## config.mk

```make
export PLATFORM = sky130hd
export DESIGN_NAME = jtp_tap
export DESIGN_NICKNAME = d
export VERILOG_FILES = /design/src/logic/jtp_pkg.sv /design/src/logic/jtp_apb_regs.sv /design/src/logic/jtp_shreg.sv /design/src/logic/jtp_tap.sv
export SDC_FILE = /design/constraint.sdc
export NUM_CORES = 1
export LEC_CHECK = 0
export BUFFER_PORTS_ARGS = -buffer_cell sky130_fd_sc_hd__buf_2
export CELL_PAD_IN_SITES_DETAIL_PLACEMENT = 1
export CELL_PAD_IN_SITES_GLOBAL_PLACEMENT = 2
export CORE_ASPECT_RATIO = 0.75
export CORE_UTILIZATION = 25
export CTS_CLUSTER_SIZE = 14
export DETAILED_ROUTE_END_ITERATION = 10
export PLACE_DENSITY = 0.61
export SLEW_MARGIN = 0
export SYNTH_ARGS = -nofsm -noshare
export SYNTH_HDL_FRONTEND = slang
export SYNTH_SLANG_ARGS = --single-unit
```

## constraint.sdc

```tcl
create_clock -name mclk -period 3.05 [get_ports mclk]
set_input_delay 0.1525 -clock mclk [delete_from_list [all_inputs] [get_ports mclk]]
set_output_delay 0.1525 -clock mclk [all_outputs]
set_load 0.01 [all_outputs]
```

## src/logic/jtp_pkg.sv

```systemverilog
// Constants, state and path types and helper functions for the test access port block.
// Functional notes
// - State number shown on 4-bit output continuously.
// - Test reset forces Test-Logic-Reset without clocks.
// - Reset leaves all scan cells transparent.
// - Reset makes identification instruction current.
// - Inputs sampled on rising, output on falling.
// - Instruction register 4 bits, captures 0001.
// - EXTEST: chain in path, cells test mode.
// - Chain select: 5 bits, captures 10000.
// - Reset selects scan chain 3.
// - INTEST: chain in path, cells test mode.
// - IDCODE: 32-bit register loads identification inputs.
// - BYPASS: one bit, captures 0, no update.
// - Unassigned codes behave exactly as bypass.
// - CLAMP: bypass path, outputs from chain.
// - Float-all: outputs float, indicator high, bypass path; here both only while chain 0 is selected.
// - Clamp-float: outputs disabled, data from cells; here outputs disabled only while chain 0 is selected.
// - Bypass captures zero and ignores update.
// - SAMPLE/PRELOAD keeps cells in normal mode.
// - Restart: bypass path, pulse entering Run-Test/Idle.
package jtp_pkg;
    localparam int JTP_IR_W = 4;
    localparam int JTP_SEL_W = 5;
    localparam int JTP_ID_W = 32;
    localparam logic [3:0] JTP_IR_EXTEST = 4'h0;
    localparam logic [3:0] JTP_IR_SCAN_SEL = 4'h2;
    localparam logic [3:0] JTP_IR_INTEST = 4'hc;
    localparam logic [3:0] JTP_IR_IDCODE = 4'he;
    localparam logic [3:0] JTP_IR_BYPASS = 4'hf;
    localparam logic [3:0] JTP_IR_CLAMP = 4'h5;
    localparam logic [3:0] JTP_IR_FLOAT_ALL = 4'h7;
    localparam logic [3:0] JTP_IR_CLAMP_FLOAT = 4'h9;
    localparam logic [3:0] JTP_IR_SAMPLE = 4'h3;
    localparam logic [3:0] JTP_IR_RESTART = 4'h4;
    localparam logic [3:0] JTP_IR_CAPTURE = 4'h1;
    localparam logic [4:0] JTP_SEL_CAPTURE = 5'h10;
    localparam logic [4:0] JTP_SEL_RESET = 5'h03;
    localparam logic [4:0] JTP_SEL_CHAIN0 = 5'h00;
    // APB register map.
    localparam logic [7:0] JTP_REG_CTRL = 8'h00;
    localparam logic [7:0] JTP_REG_STATUS = 8'h04;
    localparam logic [7:0] JTP_REG_ID = 8'h08;
    localparam logic [31:0] JTP_CTRL_RESET = 32'h0000_0001;
    localparam int JTP_CTRL_BUS_OE_BIT = 0;
    localparam int JTP_ST_STATE_LSB = 0;
    localparam int JTP_ST_INSTR_LSB = 4;
    localparam int JTP_ST_CHAIN_LSB = 8;
    localparam int JTP_ST_FLOAT_BIT = 16;

    typedef enum logic [3:0] {
        ST_TLR, ST_RTI, ST_SEL_DR, ST_CAP_DR, ST_SH_DR, ST_EX1_DR, ST_PA_DR, ST_EX2_DR,
        ST_UPD_DR, ST_SEL_IR, ST_CAP_IR, ST_SH_IR, ST_EX1_IR, ST_PA_IR, ST_EX2_IR, ST_UPD_IR
    } jtp_state_type;

    typedef enum logic [1:0] {PATH_BYPASS, PATH_ID, PATH_SELECT, PATH_CHAIN} jtp_path_type;

    function automatic logic [3:0] jtp_state_code(input jtp_state_type s);
        unique case (s)
            ST_TLR: return 4'hf;
            ST_RTI: return 4'hc;
            ST_SEL_DR: return 4'h7;
            ST_CAP_DR: return 4'h6;
            ST_SH_DR: return 4'h2;
            ST_EX1_DR: return 4'h1;
            ST_PA_DR: return 4'h3;
            ST_EX2_DR: return 4'h0;
            ST_UPD_DR: return 4'h5;
            ST_SEL_IR: return 4'h4;
            ST_CAP_IR: return 4'he;
            ST_SH_IR: return 4'ha;
            ST_EX1_IR: return 4'h9;
            ST_PA_IR: return 4'hb;
            ST_EX2_IR: return 4'h8;
            ST_UPD_IR: return 4'hd;
        endcase
    endfunction

    function automatic jtp_state_type jtp_next_state(input jtp_state_type s, input logic tms);
        unique case (s)
            ST_TLR: return tms ? ST_TLR : ST_RTI;
            ST_RTI: return tms ? ST_SEL_DR : ST_RTI;
            ST_SEL_DR: return tms ? ST_SEL_IR : ST_CAP_DR;
            ST_CAP_DR: return tms ? ST_EX1_DR : ST_SH_DR;
            ST_SH_DR: return tms ? ST_EX1_DR : ST_SH_DR;
            ST_EX1_DR: return tms ? ST_UPD_DR : ST_PA_DR;
            ST_PA_DR: return tms ? ST_EX2_DR : ST_PA_DR;
            ST_EX2_DR: return tms ? ST_UPD_DR : ST_SH_DR;
            ST_UPD_DR: return tms ? ST_SEL_DR : ST_RTI;
            ST_SEL_IR: return tms ? ST_TLR : ST_CAP_IR;
            ST_CAP_IR: return tms ? ST_EX1_IR : ST_SH_IR;
            ST_SH_IR: return tms ? ST_EX1_IR : ST_SH_IR;
            ST_EX1_IR: return tms ? ST_UPD_IR : ST_PA_IR;
            ST_PA_IR: return tms ? ST_EX2_IR : ST_PA_IR;
            ST_EX2_IR: return tms ? ST_UPD_IR : ST_SH_IR;
            ST_UPD_IR: return tms ? ST_SEL_DR : ST_RTI;
        endcase
    endfunction

    function automatic jtp_path_type jtp_path(input logic [3:0] instr);
        unique case (instr)
            JTP_IR_EXTEST, JTP_IR_INTEST, JTP_IR_SAMPLE: return PATH_CHAIN;
            JTP_IR_SCAN_SEL: return PATH_SELECT;
            JTP_IR_IDCODE: return PATH_ID;
            default: return PATH_BYPASS;
        endcase
    endfunction
endpackage

```

## src/logic/jtp_apb_regs.sv

```systemverilog
// APB slave holding the control word and reporting the test port status.
`timescale 1ns/10ps
module jtp_apb_regs
    import jtp_pkg::*;
(
    input wire logic mclk,
    input wire logic rstn,
    input wire logic psel,
    input wire logic penable,
    input wire logic pwrite,
    input wire logic [7:0] paddr,
    input wire logic [31:0] pwdata,
    input wire logic [3:0] stat_state,
    input wire logic [3:0] stat_instr,
    input wire logic [4:0] stat_chain,
    input wire logic stat_float,
    input wire logic [31:0] stat_id,
    output logic [31:0] prdata,
    output logic pready,
    output logic pslverr,
    output logic bus_output_enable
);
    typedef struct packed {
        logic pready;
        logic pslverr;
        logic [31:0] prdata;
        logic [31:0] ctrl;
    } jtp_apb_type;

    jtp_apb_type st_q;
    jtp_apb_type st_d;
    logic setup;
    logic mapped;
    logic [31:0] status;

    always_comb begin
        st_d = st_q;
        status = '0;
        status[JTP_ST_STATE_LSB +: 4] = stat_state;
        status[JTP_ST_INSTR_LSB +: 4] = stat_instr;
        status[JTP_ST_CHAIN_LSB +: 5] = stat_chain;
        status[JTP_ST_FLOAT_BIT] = stat_float;
        // The answer is prepared in the setup cycle, so every access takes one wait-free cycle.
        setup = psel && !penable && !st_q.pready;
        mapped = (paddr == JTP_REG_CTRL) || (paddr == JTP_REG_STATUS) || (paddr == JTP_REG_ID);
        st_d.pready = setup;
        if (setup) begin
            st_d.pslverr = !mapped;
            st_d.prdata = '0;
            if (!pwrite) begin
                unique case (paddr)
                    JTP_REG_CTRL: st_d.prdata = st_q.ctrl;
                    JTP_REG_STATUS: st_d.prdata = status;
                    JTP_REG_ID: st_d.prdata = stat_id;
                    default: st_d.prdata = '0;
                endcase
            end
        end
        if (psel && penable && st_q.pready && pwrite && (paddr == JTP_REG_CTRL)) begin
            st_d.ctrl = '0;
            st_d.ctrl[JTP_CTRL_BUS_OE_BIT] = pwdata[JTP_CTRL_BUS_OE_BIT];
        end
    end

    always_ff @(posedge mclk or negedge rstn) begin
        if (!rstn) begin
            st_q <= '{pready: 1'b0, pslverr: 1'b0, prdata: '0, ctrl: JTP_CTRL_RESET};
        end else begin
            st_q <= st_d;
        end
    end

    assign prdata = st_q.prdata;
    assign pready = st_q.pready;
    assign pslverr = st_q.pslverr;
    assign bus_output_enable = st_q.ctrl[JTP_CTRL_BUS_OE_BIT];
endmodule // jtp_apb_regs

```

## src/logic/jtp_shreg.sv

```systemverilog
// Parameterised capture and shift register used for every internal serial path.
`timescale 1ns/10ps
module jtp_shreg
    import jtp_pkg::*;
#(
    parameter int W = 4
) (
    input wire logic mclk,
    input wire logic rst_n,
    input wire logic capture,
    input wire logic shift,
    input wire logic sin,
    input wire logic [W-1:0] cap_val,
    output logic [W-1:0] data
);
    // A width below one leaves nothing to shift, so elaboration refuses it.
    if (W < 1) begin : g_width_check
        $error("jtp_shreg needs a width of at least one");
    end

    typedef struct packed {
        logic [W-1:0] sr;
    } jtp_shreg_type;

    jtp_shreg_type st_q;
    jtp_shreg_type st_d;
    logic [W:0] cat;

    always_comb begin
        st_d = st_q;
        cat = {sin, st_q.sr};
        if (capture) begin
            st_d.sr = cap_val;
        end else if (shift) begin
            // Shifts towards bit zero, so the least significant bit leaves first.
            st_d.sr = cat[W:1];
        end
    end

    always_ff @(posedge mclk or negedge rst_n) begin
        if (!rst_n) begin
            st_q <= '0;
        end else begin
            st_q <= st_d;
        end
    end

    assign data = st_q.sr;
endmodule // jtp_shreg

```

## src/logic/jtp_tap.sv

```systemverilog
// Test access port controller, instruction decoder and serial path selection.
`timescale 1ns/10ps
module jtp_tap
    import jtp_pkg::*;
(
    input wire logic mclk,
    input wire logic rstn,
    input wire logic test_logic_reset_n,
    input wire logic tck,
    input wire logic tms,
    input wire logic tdi,
    input wire logic [31:0] id_code_inputs,
    input wire logic chain_so,
    input wire logic psel,
    input wire logic penable,
    input wire logic pwrite,
    input wire logic [7:0] paddr,
    input wire logic [31:0] pwdata,
    output logic [31:0] prdata,
    output logic pready,
    output logic pslverr,
    output logic tdo,
    output logic tdo_oe,
    output logic [3:0] tap_state_code,
    output logic [3:0] instr_code,
    output logic [4:0] chain_select,
    output logic cells_test_mode,
    output logic outputs_disable,
    output logic float_indicator,
    output logic chain_capture,
    output logic chain_shift,
    output logic chain_update,
    output logic chain_si,
    output logic restart_pulse
);
    typedef struct packed {
        logic [2:0] s1;
        logic [2:0] s2;
        logic tck_prev;
        jtp_state_type state;
        logic [3:0] instr;
        logic [4:0] chain;
        logic tdo;
        logic tdo_oe;
        logic [3:0] state_code;
        logic cells_test;
        logic out_off;
        logic float_ind;
        logic chain_cap;
        logic chain_sh;
        logic chain_upd;
        logic chain_tdi;
        logic restart;
    } jtp_tap_type;

    jtp_tap_type st_q;
    jtp_tap_type st_d;
    logic tap_rst_n;
    logic tck_s;
    logic tms_s;
    logic tdi_s;
    logic rise;
    logic fall;
    jtp_path_type path;
    logic [3:0] ir_data;
    logic [4:0] sel_data;
    logic [31:0] id_data;
    logic [0:0] byp_data;
    logic bus_oe;
    logic chain0;

    // Test reset acts without any clock; it is joined with the system reset.
    assign tap_rst_n = rstn & test_logic_reset_n;
    assign tck_s = st_q.s2[0];
    assign tms_s = st_q.s2[1];
    assign tdi_s = st_q.s2[2];
    assign rise = tck_s & ~st_q.tck_prev;
    assign fall = ~tck_s & st_q.tck_prev;
    assign path = jtp_path(st_q.instr);

    jtp_shreg #(.W(JTP_IR_W)) u_ir (
        .mclk(mclk),
        .rst_n(tap_rst_n),
        .capture(rise && (st_q.state == ST_CAP_IR)),
        .shift(rise && (st_q.state == ST_SH_IR)),
        .sin(tdi_s),
        .cap_val(JTP_IR_CAPTURE),
        .data(ir_data)
    );

    jtp_shreg #(.W(JTP_SEL_W)) u_sel (
        .mclk(mclk),
        .rst_n(tap_rst_n),
        .capture(rise && (st_q.state == ST_CAP_DR) && (path == PATH_SELECT)),
        .shift(rise && (st_q.state == ST_SH_DR) && (path == PATH_SELECT)),
        .sin(tdi_s),
        .cap_val(JTP_SEL_CAPTURE),
        .data(sel_data)
    );

    jtp_shreg #(.W(JTP_ID_W)) u_id (
        .mclk(mclk),
        .rst_n(tap_rst_n),
        .capture(rise && (st_q.state == ST_CAP_DR) && (path == PATH_ID)),
        .shift(rise && (st_q.state == ST_SH_DR) && (path == PATH_ID)),
        .sin(tdi_s),
        .cap_val(id_code_inputs),
        .data(id_data)
    );

    jtp_shreg #(.W(1)) u_byp (
        .mclk(mclk),
        .rst_n(tap_rst_n),
        .capture(rise && (st_q.state == ST_CAP_DR) && (path == PATH_BYPASS)),
        .shift(rise && (st_q.state == ST_SH_DR) && (path == PATH_BYPASS)),
        .sin(tdi_s),
        .cap_val(1'b0),
        .data(byp_data)
    );

    jtp_apb_regs u_regs (
        .mclk(mclk),
        .rstn(rstn),
        .psel(psel),
        .penable(penable),
        .pwrite(pwrite),
        .paddr(paddr),
        .pwdata(pwdata),
        .stat_state(st_q.state_code),
        .stat_instr(st_q.instr),
        .stat_chain(st_q.chain),
        .stat_float(st_q.float_ind),
        .stat_id(id_code_inputs),
        .prdata(prdata),
        .pready(pready),
        .pslverr(pslverr),
        .bus_output_enable(bus_oe)
    );

    always_comb begin
        st_d = st_q;
        chain0 = 1'b0;
        // Pins from the host pass two flops; only the second stage is read by logic.
        st_d.s1 = {tdi, tms, tck};
        st_d.s2 = st_q.s1;
        st_d.tck_prev = tck_s;
        st_d.chain_cap = 1'b0;
        st_d.chain_sh = 1'b0;
        st_d.chain_upd = 1'b0;
        st_d.restart = 1'b0;
        if (rise) begin
            st_d.state = jtp_next_state(st_q.state, tms_s);
            if ((st_d.state == ST_RTI) && (st_q.state != ST_RTI) &&
                (st_q.instr == JTP_IR_RESTART)) begin
                st_d.restart = 1'b1;
            end
            if (path == PATH_CHAIN) begin
                st_d.chain_cap = (st_q.state == ST_CAP_DR);
                st_d.chain_sh = (st_q.state == ST_SH_DR);
                st_d.chain_tdi = tdi_s;
            end
        end
        if (fall) begin
            if (st_q.state == ST_UPD_IR) begin
                st_d.instr = ir_data;
            end
            if ((st_q.state == ST_UPD_DR) && (path == PATH_SELECT)) begin
                st_d.chain = sel_data;
            end
            // Bypass and identification paths have no update action.
            if ((st_q.state == ST_UPD_DR) && (path == PATH_CHAIN)) begin
                st_d.chain_upd = 1'b1;
            end
            // Data out moves only on the falling edge so the host can sample it on the rising one.
            st_d.tdo_oe = (st_q.state == ST_SH_IR) || (st_q.state == ST_SH_DR);
            if (st_q.state == ST_SH_IR) begin
                st_d.tdo = ir_data[0];
            end else if (st_q.state == ST_SH_DR) begin
                unique case (path)
                    PATH_BYPASS: st_d.tdo = byp_data[0];
                    PATH_ID: st_d.tdo = id_data[0];
                    PATH_SELECT: st_d.tdo = sel_data[0];
                    PATH_CHAIN: st_d.tdo = chain_so;
                endcase
            end
        end
        // Holding Test-Logic-Reset has the same effect as the reset pin.
        if (st_q.state == ST_TLR) begin
            st_d.instr = JTP_IR_IDCODE;
            st_d.chain = JTP_SEL_RESET;
        end
        chain0 = (st_d.chain == JTP_SEL_CHAIN0);
        st_d.state_code = jtp_state_code(st_d.state);
        // Clamp drives outputs from chain cells; sample, identification and bypass stay normal.
        st_d.cells_test = (st_d.instr == JTP_IR_EXTEST) || (st_d.instr == JTP_IR_INTEST) ||
                          (st_d.instr == JTP_IR_CLAMP) ||
                          (st_d.instr == JTP_IR_CLAMP_FLOAT);
        st_d.float_ind = (st_d.instr == JTP_IR_FLOAT_ALL) && chain0;
        st_d.out_off = st_d.float_ind || !bus_oe ||
                       ((st_d.instr == JTP_IR_CLAMP_FLOAT) && chain0);
    end

    always_ff @(posedge mclk or negedge tap_rst_n) begin
        if (!tap_rst_n) begin
            st_q <= '{s1: '0, s2: '0, tck_prev: 1'b0, state: ST_TLR, instr: JTP_IR_IDCODE,
                      chain: JTP_SEL_RESET, tdo: 1'b0, tdo_oe: 1'b0, state_code: 4'hf,
                      cells_test: 1'b0, out_off: 1'b0, float_ind: 1'b0, chain_cap: 1'b0,
                      chain_sh: 1'b0, chain_upd: 1'b0, chain_tdi: 1'b0, restart: 1'b0};
        end else begin
            st_q <= st_d;
        end
    end

    assign tdo = st_q.tdo;
    assign tdo_oe = st_q.tdo_oe;
    assign tap_state_code = st_q.state_code;
    assign instr_code = st_q.instr;
    assign chain_select = st_q.chain;
    assign cells_test_mode = st_q.cells_test;
    assign outputs_disable = st_q.out_off;
    assign float_indicator = st_q.float_ind;
    assign chain_capture = st_q.chain_cap;
    assign chain_shift = st_q.chain_sh;
    assign chain_update = st_q.chain_upd;
    assign chain_si = st_q.chain_tdi;
    assign restart_pulse = st_q.restart;

    chk_state_out: assert property (@(posedge mclk) disable iff (!tap_rst_n)
        tap_state_code == jtp_state_code(st_q.state))
        else $error("state output does not match controller state");

    chk_trst_async: assert property (@(posedge mclk) disable iff (!rstn)
        !test_logic_reset_n |-> (st_q.state == ST_TLR) && !st_q.cells_test)
        else $error("test reset did not hold Test-Logic-Reset");

    chk_reset_idcode: assert property (@(posedge mclk) disable iff (!tap_rst_n)
        (st_q.state == ST_TLR) |=> (st_q.instr == JTP_IR_IDCODE) && !st_q.cells_test)
        else $error("identification instruction not current after reset");

    chk_ir_capture: assert property (@(posedge mclk) disable iff (!tap_rst_n)
        (rise && (st_q.state == ST_CAP_IR)) |=> (ir_data == JTP_IR_CAPTURE))
        else $error("instruction register did not capture 0001");

    chk_sel_capture: assert property (@(posedge mclk) disable iff (!tap_rst_n)
        (rise && (st_q.state == ST_CAP_DR) && (path == PATH_SELECT))
        |=> (sel_data == JTP_SEL_CAPTURE))
        else $error("chain select register did not capture 10000");

    chk_byp_zero: assert property (@(posedge mclk) disable iff (!tap_rst_n)
        (rise && (st_q.state == ST_CAP_DR) && (path == PATH_BYPASS)) |=> (byp_data == 1'b0))
        else $error("bypass register did not capture zero");

    chk_id_capture: assert property (@(posedge mclk) disable iff (!tap_rst_n)
        (rise && (st_q.state == ST_CAP_DR) && (path == PATH_ID))
        |=> (id_data == $past(id_code_inputs)))
        else $error("identification register did not load its inputs");

    chk_tdo_fall: assert property (@(posedge mclk) disable iff (!tap_rst_n)
        $changed(tdo) |-> $past(fall))
        else $error("data out changed away from a falling clock edge");

    chk_chain_reset: assert property (@(posedge mclk) disable iff (!tap_rst_n)
        (st_q.state == ST_TLR) |=> (chain_select == JTP_SEL_RESET))
        else $error("chain 3 not selected after reset");

    chk_float_all: assert property (@(posedge mclk) disable iff (!tap_rst_n)
        ((st_q.instr == JTP_IR_FLOAT_ALL) && (st_q.chain == JTP_SEL_CHAIN0))
        |-> float_indicator && outputs_disable)
        else $error("float instruction did not float the outputs");

    chk_instr_update: assert property (@(posedge mclk) disable iff (!tap_rst_n)
        $changed(st_q.instr) |-> ($past(fall) && ($past(st_q.state) == ST_UPD_IR)) ||
        ($past(st_q.state) == ST_TLR))
        else $error("instruction changed outside Update-IR");

    chk_restart_pulse: assert property (@(posedge mclk) disable iff (!tap_rst_n)
        restart_pulse |-> (st_q.state == ST_RTI) && ($past(st_q.state) != ST_RTI) ##1 !restart_pulse)
        else $error("restart pulse not tied to entering Run-Test/Idle");

    cov_id_shift: cover property (@(posedge mclk) disable iff (!tap_rst_n)
        (st_q.state == ST_SH_DR) && (path == PATH_ID) && fall);

    cov_chain_sel: cover property (@(posedge mclk) disable iff (!tap_rst_n)
        fall && (st_q.state == ST_UPD_DR) && (path == PATH_SELECT));

    cov_float: cover property (@(posedge mclk) disable iff (!tap_rst_n) $rose(float_indicator));

    cov_restart: cover property (@(posedge mclk) disable iff (!tap_rst_n) restart_pulse);
endmodule // jtp_tap
```

==> results.py <==
metrics = {
    "logic_synthesis": {
        "synth_area_mm2": 0.00530,
        "avgSynthCellArea_um2": 10.5,
        "async_flop_share": 1.00,
        "yosysWarnings": 0,
        "syn_nets": 593,
        "synth_area_leaders": "dfrtp_1, mux2i_1, nand2_1",
        "seq_area_frac_synth": 0.527,
        "synth_top_cell_area_share": 0.477,
        "synth_edf_count": 0,
        "yosys.cell_types.count": 56,
        "synth_ff_type": "dfrtp_1",
        "yosysTopAreaCell": "dfrtp_1",
        "ys_seq_elements": 111,
        "synthCells": 505,
    },
    "critical_path": {
        "cp-start-kind": "flop",
        "cp.arrival_ns": 2.68,
        "cp_slowest_cell": "dfrtp_1",
        "max_stage_delay_ns": 0.62,
        "critPathMaxFanout": 11,
        "critical_path_required_ns": 3.34,
        "r2r_end": "tap_state_code[1]",
        "reg2reg_from": "st_q[25]",
        "critPathTopFamily": "compound AO/OA/AOI/OAI gates",
        "rrSetupSlack_ns": 0.66,
        "worstSetupStartpoint": "st_q[25]",
        "endpoint_kind": "flop",
        "critPathCapture": "tap_state_code[1]",
        "cp_cell_sequence": "nor2b_1, o21ai_0, a21oi_1, a211oi_2, inv_2, ha_1, nor2_1, mux2i_1, a22o_1",
        "reg2reg_depth": 9,
        "path_class": "flop to flop",
        "critPathBufInv": 1,
        "path_depth": 9,
    },
    "power_and_ir_drop": {
        "seq_power_share": 0.461,
        "power_density_mw_per_mm2": 700,
        "switching_share": 0.353,
        "p_clk_frac": 0.259,
        "switching_power_w": 0.00157,
        "p_comb_frac": 0.280,
        "p_int_w": 0.00289,
        "peakVddDrop_v": 0.000240,
        "power_leakage_nw": 3.18,
    },
    "floorplanning": {
        "coreArea_mm2": 0.0205,
        "die_area_mm2": 0.0218,
        "start_util": 0.258,
        "die_x_um": 170,
        "row_count": 45,
        "die_y_um": 128,
        "ios": 139,
    },
    "timing": {
        "relSlewSlack": 0.413,
        "rsz0062_at_grt": "false",
        "skew_ns": 0.00834,
        "fin_ws_ns": 0.660,
        "hold_violations": 0,
        "slew_violations": 0,
        "finalSetupViolations": 0,
        "fmax_mhz": 418,
        "min_period_ns": 2.39,
        "fin_setup_tns_ns": 0,
        "fin_crit_sh": 0.784,
        "worstMarginPinSlew_ns": 0.874,
    },
    "finish": {
        "nFillCells": 2369,
        "final_common_cell": "buf_2",
        "ff_latch_area_mm2": 0.00279,
        "drive_gt1_frac": 0.279,
        "area_delta_synth_final_pct": 20.3,
        "multiInputGateArea_mm2": 0.00217,
        "final_cell_mix": "buf_2, dfrtp_1, nand2_1",
        "nets": 685,
    },
    "cts": {
        "cts_max_path_buffers": 2,
        "cts_setup_buffers": 0,
        "numCtsBuffers": 9,
        "htree_levels": 3,
        "cts.sinks": 111,
        "cts-root-buf": "clkbuf_16",
        "path_clk_slew_ns": 0.07,
        "clkLatencyLatePin_ns": 0.36,
        "cts_tree": "yes",
    },
    "route": {
        "dr.first_iter.drc_count": 203,
        "drc": 0,
        "detail-route-antenna-nets": 0,
        "wirelength_mm": 14.9,
        "vias_per_cell": 4.61,
        "via_count": 4077,
        "drtPass1Iterations": 4,
        "wl_per_cell_um": 16.9,
    },
    "worst_hold_path": {
        "hold_depth": 2,
        "hp-class": "primary input to flop",
    },
    "global_route": {
        "gr-usage-all-layers": 0.148,
        "antenna_found_initial": 1,
        "overflow": 0,
        "grt_pass1_wl_mm": 24.6,
        "grt_max_degree": 65,
        "grt_pass1_vias": 4342,
    },
    "placement": {
        "io_buffer_count": 107,
        "dp_hpwl_mm": 11.0,
        "place_ws_ns": 0.684,
        "gp_congestion": 0.756,
    },
    "status": {
        "outcome": "complete, no violations",
    },
    "run": {
        "maxCapViolations": 0,
    },
}
## metal layers
metal	track usage	share of wire	vias to the layer above	wire length (um)
met1	0.214	0.51	2038	7700
met4	0.0397	0.010	0	151
met5	0	0	-	0
met3	0.0364	0.052	12	779
met2	0.217	0.42	82	6320
li1	-	-	1945	-
## stage by stage
stage,util,cells,total power [W],hold WS [ns],area [um^2]
after floorplan,-,505,0.00302,-0.143,5300
after global placement,0.295,863,0.00328,0.246,6040
after detailed placement,0.295,863,0.00335,0.265,6040
after CTS,0.311,884,0.00455,0.0185,6370
after global routing,0.311,884,0.00480,0.0247,6370
final,0.311,885,0.00446,0.0329,6370
## power by group through the flow
stage | Combinational [W] | Sequential [W] | Clock, W
2_1_floorplan | 0.00104 | 0.00197 | 0
3_3_place_gp | 0.00121 | 0.00207 | 0
3_5_place_dp | 0.00127 | 0.00209 | 0
4_1_cts | 0.00127 | 0.00206 | 0.00121
5_1_grt | 0.00142 | 0.00211 | 0.00127
6_report | 0.00125 | 0.00206 | 0.00116
## sequential cells by signal, summed over array words and instances, names as in the netlist, 5 cells and up
name,cells
chain_select,5
st_q,7
u_id.data,32
u_sel.data,5
u_regs.prdata,32
## how the worst min path moves through the flow
stage                                   from           endpoint  slack (ns)
after floorplan                         rstn   u_regs.prdata[0]       -0.14
after detailed placement                rstn  u_regs.prdata[22]        0.27
after CTS                 id_code_inputs[30]  u_regs.prdata[30]        0.02
after global routing      id_code_inputs[13]  u_regs.prdata[13]        0.02
after global placement                  rstn  u_regs.prdata[22]        0.25
final                     id_code_inputs[21]  u_regs.prdata[21]        0.03
## layout make-up
cell class / instances / share of cell area
multi-input combinational: 333 / 0.340
clock buffer: 10 / 0.0359
sequential: 111 / 0.438
antenna: 1 / 0.000393
tap: 282 / 0.0554
inverter: 19 / 0.0112
clock inverter: 6 / 0.00824
timing repair buffer: 123 / 0.111
## cell families (layout without fill, tap and decap cells)
group           after synthesis  count (layout)  share of synthesized area
xor+xnor                      5               5                    0.00827
compound gates              131             131                      0.162
fa+ha+maj                     6               6                     0.0142
flops                       111             111                      0.527
buf+inv                      61             158                     0.0640
other cells                   0               1                          0
mux                          45              45                     0.0872
simple gates                146             146                      0.137
## Yosys cell counts (2+ instances only)
library cell,number
nor4_1,3
inv_1,15
buf_6,3
nand4_1,5
or3_1,2
mux2i_1,39
clkbuf_1,6
a21oi_1,12
ha_1,6
dfstp_2,10
nand2b_1,5
a31oi_1,4
mux2_2,5
buf_2,13
o21ai_0,13
a21o_1,2
and2_1,2
a22o_1,20
nand3_1,6
buf_4,19
inv_2,4
o21ai_1,51
nand4_2,2
nor3_1,8
o22ai_1,3
nor3_2,2
nor2_1,22
nor2_2,2
a22oi_1,13
nor2b_1,7
nand2_1,71
and3_1,2
dfrtp_1,101
xnor2_1,4
o211ai_1,2
## what timing repair did
item	CTS	global route
hold buffers	5	0
resized for setup	0	0
endpoints found under the hold margin	76	0
(Power assumes the default switching activity.)
